[src/hw/prc_map.svh]
/*
  Command codes, parameter field positions and reset values for the
  panel resolution configuration block.
  Assumes 8-bit command and parameter bytes on the command interface.
*/
`ifndef PRC_MAP_SVH
`define PRC_MAP_SVH

`define PRC_CMD_SW_RESET 8'h01
`define PRC_CMD_RES_HIGH 8'hd0
`define PRC_CMD_WIDTH_LOW 8'hd1
`define PRC_CMD_HEIGHT_LOW 8'hd2
`define PRC_CMD_OFFSET 8'hdd

`define PRC_RST_RES_HIGH 8'h91
`define PRC_RST_WIDTH_LOW 8'h68
`define PRC_RST_HEIGHT_LOW 8'h86
`define PRC_RST_OFFSET 8'h40

`define PRC_BIT_DUAL_GATE 7
`define PRC_BIT_AMP_REDUCE 6
`define PRC_BIT_WIDTH_HIGH 4
`define PRC_HEIGHT_HIGH_MSB 2
`define PRC_OFFSET_MSB 6
`define PRC_OFFSET_BIAS 8'h40

`endif

[src/hw/prc_pkg.sv]
/*
  Types shared by the panel resolution configuration block.
  Assumes prc_map.svh supplies the numeric constants.
*/
package prc_pkg;
  typedef enum logic [1:0] {PRC_IDLE, PRC_ARMED, PRC_SPENT} prc_state_e;
  typedef logic [7:0] prc_byte_t;
  typedef logic signed [7:0] prc_adj_t;
endpackage

[src/hw/prc_regs.sv]
/*
  Command-addressed resolution and common-voltage offset registers.
  Assumes the host drives the 8-bit command bus pins asynchronously to mclk
  and holds data and select steady for at least three mclk periods
  around each rising edge of the write strobe.
*/
`timescale 1ns/1ns
`include "prc_map.svh"

module prc_regs
  import prc_pkg::*;
(
  // clock, reset, enable
  input wire logic mclk,
  input wire logic reset,
  input wire logic ce,
  // command interface pins
  input wire logic data_command_select,
  input wire logic write_strobe_n,
  input wire logic read_strobe_n,
  input wire prc_pkg::prc_byte_t cmd_data,
  // register contents
  output prc_pkg::prc_byte_t resolution_control_high,
  output prc_pkg::prc_byte_t source_width_low,
  output prc_pkg::prc_byte_t gate_height_low,
  output prc_pkg::prc_byte_t common_voltage_offset,
  // decoded panel settings
  output logic dual_gate,
  output logic source_amp_reduce,
  output logic [8:0] source_width,
  output logic [10:0] gate_height,
  // level shifts in offset steps
  output prc_pkg::prc_adj_t positive_gamma_adj,
  output prc_pkg::prc_adj_t negative_gamma_adj,
  output prc_pkg::prc_adj_t source_common_adj,
  output prc_pkg::prc_adj_t common_output_adj
);
  import prc_pkg::*;

  logic [10:0] pins_s1_q;
  logic [10:0] pins_s2_q;
  logic wr_prev_q;
  logic wr_edge;
  logic is_param;
  prc_byte_t bus_byte;
  prc_state_e state_q;
  prc_byte_t cmd_q;
  prc_byte_t res_high_q;
  prc_byte_t width_low_q;
  prc_byte_t height_low_q;
  prc_byte_t offset_q;
  prc_adj_t adj_q;
  prc_adj_t neg_adj_q;
  prc_adj_t com_adj_q;

  // offset code is an unsigned 7-bit value biased by 64
  function automatic prc_adj_t offset_adj(input prc_byte_t code);
    offset_adj = prc_adj_t'({1'b0, code[`PRC_OFFSET_MSB:0]} - `PRC_OFFSET_BIAS);
  endfunction

  // pins cross from the host's timing into mclk
  always_ff @(posedge mclk or posedge reset)
  begin
    if (reset)
    begin
      pins_s1_q <= 11'h7ff;
      pins_s2_q <= 11'h7ff;
      wr_prev_q <= 1'b1;
    end
    else if (ce)
    begin
      pins_s1_q <= {data_command_select, write_strobe_n, read_strobe_n, cmd_data};
      pins_s2_q <= pins_s1_q;
      wr_prev_q <= pins_s2_q[9];
    end
  end

  assign bus_byte = pins_s2_q[7:0];
  assign is_param = pins_s2_q[10];
  // a strobe edge with the read strobe low is a bus conflict and is dropped
  assign wr_edge = ce && pins_s2_q[9] && !wr_prev_q && pins_s2_q[8];

  // no display-mode gating: sleep, idle and partial states all accept writes
  always_ff @(posedge mclk or posedge reset)
  begin
    if (reset)
    begin
      state_q <= PRC_IDLE;
      cmd_q <= 8'h00;
    end
    else if (wr_edge)
    begin
      if (!is_param)
      begin
        cmd_q <= bus_byte;
        state_q <= PRC_ARMED;
      end
      else if (state_q == PRC_ARMED)
      begin
        // only the first parameter belongs to these one-byte commands
        state_q <= PRC_SPENT;
      end
    end
  end

  // every register takes its default on hardware or software reset
  always_ff @(posedge mclk or posedge reset)
  begin
    if (reset)
    begin
      res_high_q <= `PRC_RST_RES_HIGH;
      neg_adj_q <= 8'sh00;
      width_low_q <= `PRC_RST_WIDTH_LOW;
      height_low_q <= `PRC_RST_HEIGHT_LOW;
      offset_q <= `PRC_RST_OFFSET;
      adj_q <= 8'sh00;
    end
    else if (wr_edge && !is_param && bus_byte == `PRC_CMD_SW_RESET)
    begin
      res_high_q <= `PRC_RST_RES_HIGH;
      neg_adj_q <= 8'sh00;
      width_low_q <= `PRC_RST_WIDTH_LOW;
      height_low_q <= `PRC_RST_HEIGHT_LOW;
      offset_q <= `PRC_RST_OFFSET;
      adj_q <= 8'sh00;
    end
    else if (wr_edge && is_param && state_q == PRC_ARMED)
    begin
      unique case (cmd_q)
        `PRC_CMD_RES_HIGH: res_high_q <= bus_byte;
        `PRC_CMD_WIDTH_LOW: width_low_q <= bus_byte;
        `PRC_CMD_HEIGHT_LOW: height_low_q <= bus_byte;
        `PRC_CMD_OFFSET:
        begin
          offset_q <= {1'b0, bus_byte[`PRC_OFFSET_MSB:0]};
          adj_q <= offset_adj(bus_byte);
          // own flop so the negative level leaves the block registered
          neg_adj_q <= prc_adj_t'(-offset_adj(bus_byte));
        end
        default:
        begin
          // commands owned by other blocks pass untouched
        end
      endcase
    end
  end

  // the common output never follows the offset code; held in a flop so that
  // every output of the block leaves from a register
  always_ff @(posedge mclk or posedge reset)
  begin
    if (reset)
    begin
      com_adj_q <= 8'sh00;
    end
    else if (ce)
    begin
      com_adj_q <= 8'sh00;
    end
  end

  // width and height legality is the host's duty; values are kept as written
  assign resolution_control_high = res_high_q;
  assign source_width_low = width_low_q;
  assign gate_height_low = height_low_q;
  assign common_voltage_offset = offset_q;
  assign dual_gate = res_high_q[`PRC_BIT_DUAL_GATE];
  assign source_amp_reduce = res_high_q[`PRC_BIT_AMP_REDUCE];
  assign source_width = {res_high_q[`PRC_BIT_WIDTH_HIGH], width_low_q};
  assign gate_height = {res_high_q[`PRC_HEIGHT_HIGH_MSB:0], height_low_q};
  assign positive_gamma_adj = adj_q;
  assign source_common_adj = adj_q;
  assign negative_gamma_adj = neg_adj_q;
  assign common_output_adj = com_adj_q;
endmodule

[config.mk]
export PLATFORM = sky130hd
export DESIGN_NAME = prc_regs
export DESIGN_NICKNAME = d
export VERILOG_FILES = /design/src/hw/prc_pkg.sv /design/src/hw/prc_regs.sv
export VERILOG_INCLUDE_DIRS = /design/src /design/src/hw
export SDC_FILE = /design/constraint.sdc
export NUM_CORES = 1
export LEC_CHECK = 0
export BUFFER_PORTS_ARGS = -buffer_cell sky130_fd_sc_hd__buf_2
export CAP_MARGIN = 10
export CORE_MARGIN = 2
export CORE_UTILIZATION = 52
export DETAILED_ROUTE_END_ITERATION = 10
export PLACE_DENSITY_LB_ADDON = 0.12
export SLEW_MARGIN = 20
export SYNTH_ARGS = -nofsm -noshare
export SYNTH_HDL_FRONTEND = slang
export SYNTH_SLANG_ARGS = --single-unit
[constraint.sdc]
create_clock -name mclk -period 2.85 [get_ports mclk]
set_input_delay 0.57 -clock mclk [delete_from_list [all_inputs] [get_ports mclk]]
set_output_delay 0.57 -clock mclk [all_outputs]
set_load 0.02 [all_outputs]
==> results.toml, run 1 <==
[worst_hold_path]
hold_class = "primary input to asynchronous set/reset pin"

[final_layout]
antenna_cells = 0
multiInputGateArea_um2 = 1220
fin_util = 0.601
num-fill-cells = 535
nNetsFinal = 346
final_cell_mix = "buf_2, dfrtp_1, dfstp_2, mux2_2, nand2_1"
drive_gt1_frac = 0.573
regArea_um2 = 1840
syn_to_final_growth_pct = 10.7
final_common_cell = "buf_2"

[placement]
gp_congestion = 0.835
port-buffer-count = 90
pre_cts_ws_ns = 0.545
hpwl_mm = 4.43

[timing]
relSlewSlack = 0.556
hold_viol_final = 0
period_share = 0.819
layout_min_cycle_time_ns = 2.33
rsz0062_at_grt = "false"
worst_pin_slew_ns = 0.662
fin_setup_tns_ns = 0
skew_ns = 0.0104
report.final.slew_viol_count = 0
finalSetupViolCount = 0
setup_slack_ns = 0.516
fmaxAchievable_ghz = 0.429

[synthesis]
synth_top_family_by_area = "multiplexers"
synth_top_area_frac = 0.281
synthCells = 276
muxShareOfSynthArea = 0.146
synth.largest_area_cell = "dfrtp_1"
synth_area_leaders = "dfrtp_1, dfstp_2, buf_4"
synth_xor_area_frac = 0.0126
ys_types = 39
ys_seq_area_frac = 0.531
yosys.area_share.adder = 0.00721
synth-seq-cells = 72
synth_area_per_cell_um2 = 12.6
synth_warnings = 0
synth-compound-area-share = 0.0555
synthSimpleGateAreaFrac = 0.119
syn_area_um2 = 3470

[clock_network]
cts_buffers = 9
post_cts_buffers = 0
clock_latency_ns = 0.34
ctsHoldBuffers = 0
clk_pin_slew_ns = 0.08
cts.repair.resized = 0
root_buffer = "clkbuf_8"
clockBufferDepth = 2
cts_htree_levels = 3
numClockSinks = 72
cts_tree = "done"

[floorplanning]
dieHeight_um = 85.7
io_pins = 100
dieArea_um2 = 7340
die_x_um = 85.7
start_util = 0.543
core_area_um2 = 6390
rows = 29

[route]
drt_iter0_drc = 86
topRoutingLayerUsed = "met4"
vias_per_cell = 5.11
dr.pass1.iters = 4
wl_met2_mm = 3.00
drc = 0
met1_length_mm = 3.10
vias = 2106
routedWlPerCell_um = 15.8
dr_wl_met3_um = 338
drtAntennaViolNets = 0
finalWirelength_mm = 6.52

[pwr]
total_power_mw = 2.34
peakVddDrop_uv = 325
p_leak_nw = 1.98
powerDensity_nw_per_um2 = 610

[worst_setup_path]
crit_path_end_kind = "register"
start_kind = "register"
path_cells = "inv_1 -> ha_1 -> nor4b_2 -> and4bb_2 -> nor2_1 -> mux2_2"
crit_required_ns = 3.07
worst-path-buf-inv = 1
critPathKind = "register to register"
crit_family = "simple AND/OR/NAND/NOR gates"
max_stage_delay_ns = 0.60
arrival_ns = 2.56
path_max_fanout = 13
rr_startpoint = "pins_s2_q[1]"
crit_start = "pins_s2_q[1]"
crit_slowest_cell = "dfstp_2"

[global_routing]
grt_pass1_wl_mm = 10.4
grt_max_degree = 73
grt_pass1_vias = 1952
antenna_found_initial = 0
globalRouteOverflowTotal = 0
grt.total_usage = 0.186

[status]
run_status = "finished, final reports clean"

[flow_run]
drv_cap = 0
[flip-flops by register name, summed over array words and instances (netlist names), 7 cells and up]
| signal | cells |
|---|---|
| cmd_q | 8 |
| gate_height_low | 8 |
| negative_gamma_adj | 7 |
| pins_s1_q | 11 |
| pins_s2_q | 11 |
| positive_gamma_adj | 7 |
| resolution_control_high | 8 |
| source_width_low | 8 |
[tightest hold or removal path: cells and delay by family]
family                 cells  cell delay, ns
buffers and inverters      3            0.46
[final timing paths]
check                                              to  slack, ns  depth (start not counted)
min in group mclk                        pins_s1_q[8]       0.47                          2
hold / removal             resolution_control_high[3]       0.32                          3
setup reg to reg                positive_gamma_adj[4]       0.52                          6
max in group asynchronous               pins_s2_q[10]       2.19                          3
hold reg to reg                          pins_s2_q[0]       0.49                          2
setup / recovery                positive_gamma_adj[4]       0.52                          6
[kinds of logic after synthesis]
logic type,after synthesis
xor+xnor,5
mux,46
flops,72
other cells,1
simple gates,60
buf+inv,63
fa+ha+maj,2
compound gates,27
[power breakdown]
group,internal [mW],total (mW),switching [mW]
Clock,0.333,0.705,0.372
Combinational,0.166,0.321,0.154
Sequential,1.18,1.32,0.141
Total,1.68,2.34,0.667
[cell usage after synthesis, drive strengths merged]
cell type,n
a21oi,7
a22o,13
and4bb,1
buf,53
clkbuf,7
conb,1
dfrtp,39
dfstp,33
ha,2
inv,3
mux2,32
mux2i,14
nand2,27
nand2b,1
nand3,2
nand3b,2
nand4b,3
nor2,11
nor3,2
nor3b,2
nor4,4
nor4b,1
o21ai,5
o22a,1
o2bb2ai,1
or4,2
or4b,2
xnor2,4
xor2,1
[metrics by stage]
step | instance area, µm² | std cells | hold slack, ns
2_1_floorplan | 3500 | 284 | 0.465
3_3_place_gp | 3670 | 396 | 0.475
3_5_place_dp | 3670 | 396 | 0.489
4_1_cts | 3840 | 412 | 0.313
5_1_grt | 3840 | 412 | 0.327
6_report | 3840 | 412 | 0.315
[area by class of cell]
type                            instances  share of cell area
Clock buffer                           10              0.0358
Clock inverter                          6             0.00912
Sequential cell                        72               0.480
Tap cell                               77              0.0251
Timing Repair Buffer                   95               0.130
Multi-Input combinational cell        149               0.317
Inverter                                3             0.00293
[layer usage]
layer,track usage,vias up
met1,0.267,1020
li1,-,1004
met4,0.0736,0
met5,0,-
met2,0.282,74
met3,0.0346,8
Power figures use the tool's default switching activity.
==> run 2, diff against run 1 <==
--- a/config.mk
+++ b/config.mk
@@ -9,7 +9,7 @@
 export BUFFER_PORTS_ARGS = -buffer_cell sky130_fd_sc_hd__buf_2
 export CAP_MARGIN = 10
 export CORE_MARGIN = 2
-export CORE_UTILIZATION = 52
+export CORE_UTILIZATION = 47
 export DETAILED_ROUTE_END_ITERATION = 10
 export PLACE_DENSITY_LB_ADDON = 0.12
 export SLEW_MARGIN = 20
==> constraint.sdc (replaced) <==
create_clock -name mclk -period 2.1 [get_ports mclk]
set_input_delay 0.42 -clock mclk [delete_from_list [all_inputs] [get_ports mclk]]
set_output_delay 0.42 -clock mclk [all_outputs]
set_load 0.02 [all_outputs]
==> run 2 against run 1 <==
Net effect:
- worst hold slack got worse by 0.16 ns
- count of clock-buffer cells in the layout unchanged
- design area increased by 5.0%
- die area increased by 10%
- sequential share of layout area shrank 2.3 points
- global-route usage down 0.29 points
- first-iteration DRC count is 5.8% lower
- combinational power grew 66%
- clock skew shrank 0.0014 ns
==> results.toml, run 2 (synthesis gave the netlist of run 1 again) <==
[worst_setup_path]
crit_required_ns = 2.37
worst-path-buf-inv = 1
start_kind = "register"
arrival_ns = 2.23
path_max_fanout = 10
crit_path_end_kind = "register"
crit_slowest_cell = "dfstp_2"
critPathKind = "register to register"
path_cells = "nand4b_4 -> buf_4 -> nor2_2 -> nand3_1 -> nand2_1"
max_stage_delay_ns = 0.57
crit_family = "simple AND/OR/NAND/NOR gates"

[timing]
skew_ns = 0.00903
setup_slack_ns = 0.132
fmaxAchievable_ghz = 0.508
report.final.slew_viol_count = 0
period_share = 0.937
finalSetupViolCount = 0
hold_viol_final = 0
layout_min_cycle_time_ns = 1.97
rsz0062_at_grt = "true"

[clock_network]
cts_buffers = 9
root_buffer = "clkbuf_8"
clock_latency_ns = 0.34
clockBufferDepth = 2
cts_htree_levels = 3
numClockSinks = 72
cts_tree = "done"
clk_pin_slew_ns = 0.07

[placement]
dp.cells = 431
gp_congestion = 0.811
pre_cts_ws_ns = 0.115
hpwl_mm = 4.65
place_area_um2 = 3800
port-buffer-count = 90

[global_routing]
grt.total_usage = 0.183
grt_max_degree = 73
grt_pass1_wl_mm = 11.7
antenna_found_initial = 0
grt_pass1_vias = 2164
globalRouteOverflowTotal = 0

[route]
drc = 0
dr.pass1.iters = 4
finalWirelength_mm = 6.83
vias_per_cell = 4.87
drtAntennaViolNets = 0
vias = 2175
drt_iter0_drc = 81
routedWlPerCell_um = 15.3

[final_layout]
reg_top3 = "pins_s1_q x11, pins_s2_q x11"
final_cell_mix = "buf_2, dfrtp_1, dfstp_2, mux2_2, nand2_1"
nNetsFinal = 359
fin_area_um2 = 4030
syn_to_final_growth_pct = 16.2
final_cells = 447
drive_gt1_frac = 0.586
final_common_cell = "buf_2"
antenna_cells = 0
fin_util = 0.559

[floorplanning]
rows = 31
start_util = 0.481
die_x_um = 89.9
dieHeight_um = 89.9
io_pins = 100
core_area_um2 = 7210
dieArea_um2 = 8090

[pwr]
powerDensity_nw_per_um2 = 879
peakVddDrop_uv = 760
p_leak_nw = 2.07

[flow_run]
drv_cap = 0

[status]
run_status = "finished, final reports clean"

[worst_hold_path]
hold_class = "primary input to asynchronous set/reset pin"
-- run 2: cell type report --
type / count / area, µm²
flip-flops and latches: 72 / 1840
repair buffers: 108 / 598
well taps: 99 / 124
multi-input cells: 149 / 1220
clock buffers: 10 / 128
clock inverters: 6 / 108
inverters: 3 / 15.0
fillers: 637 / 3180
-- run 2: worst paths after layout --
kind,cells past startpoint,startpoint,slack [ns],end
max,5,pins_s2_q[9],0.13,resolution_control_high[0]
min,3,reset,0.16,resolution_control_high[2]
max reg2reg,5,pins_s2_q[9],0.13,resolution_control_high[0]
min reg2reg,2,pins_s1_q[1],0.49,pins_s2_q[1]
max in group asynchronous,3,reset,1.58,pins_s1_q[1]
min in group mclk,2,cmd_data[3],0.32,pins_s1_q[3]
-- run 2: worst register-to-register path, stage by stage (launching register included) --
cell and delay [ns]:
dfstp_2 0.57, nand4b_4 0.14, buf_4 0.21, nor2_2 0.37, nand3_1 0.43, nand2_1 0.19
-- run 2: power by group --
part	total, mW	internal, mW	switching, mW
clock network	1.28	0.785	0.494
registers	1.73	1.59	0.137
logic	0.533	0.254	0.279
total	3.54	2.63	0.910
-- run 2: per-stage QoR --
step / TNS, ns / hold slack (ns) / total power, mW
floorplan: 0 / 0.465 / 2.14
detailed placement: 0 / 0.486 / 2.29
global placement: 0 / 0.482 / 2.27
finish: 0 / 0.156 / 3.54
global route: -0.193 / 0.197 / 3.71
CTS: 0 / 0.185 / 3.58
-- run 2: layer usage --
layer | wire (µm) | share of wire | vias up | track usage
met2 | 3150 | 0.46 | 83 | 0.278
li1 | - | - | 1027 | -
met3 | 366 | 0.054 | 10 | 0.0461
met4 | 117 | 0.017 | 0 | 0.0692
met1 | 3200 | 0.47 | 1055 | 0.256
met5 | 0 | 0 | - | 0
-- run 2: repair_timing --
action | CTS | global route
resized for setup | 0 | 0
buffers inserted | 0 | 0
hold buffers | 0 | 0
setup endpoints to repair | 0 | 8
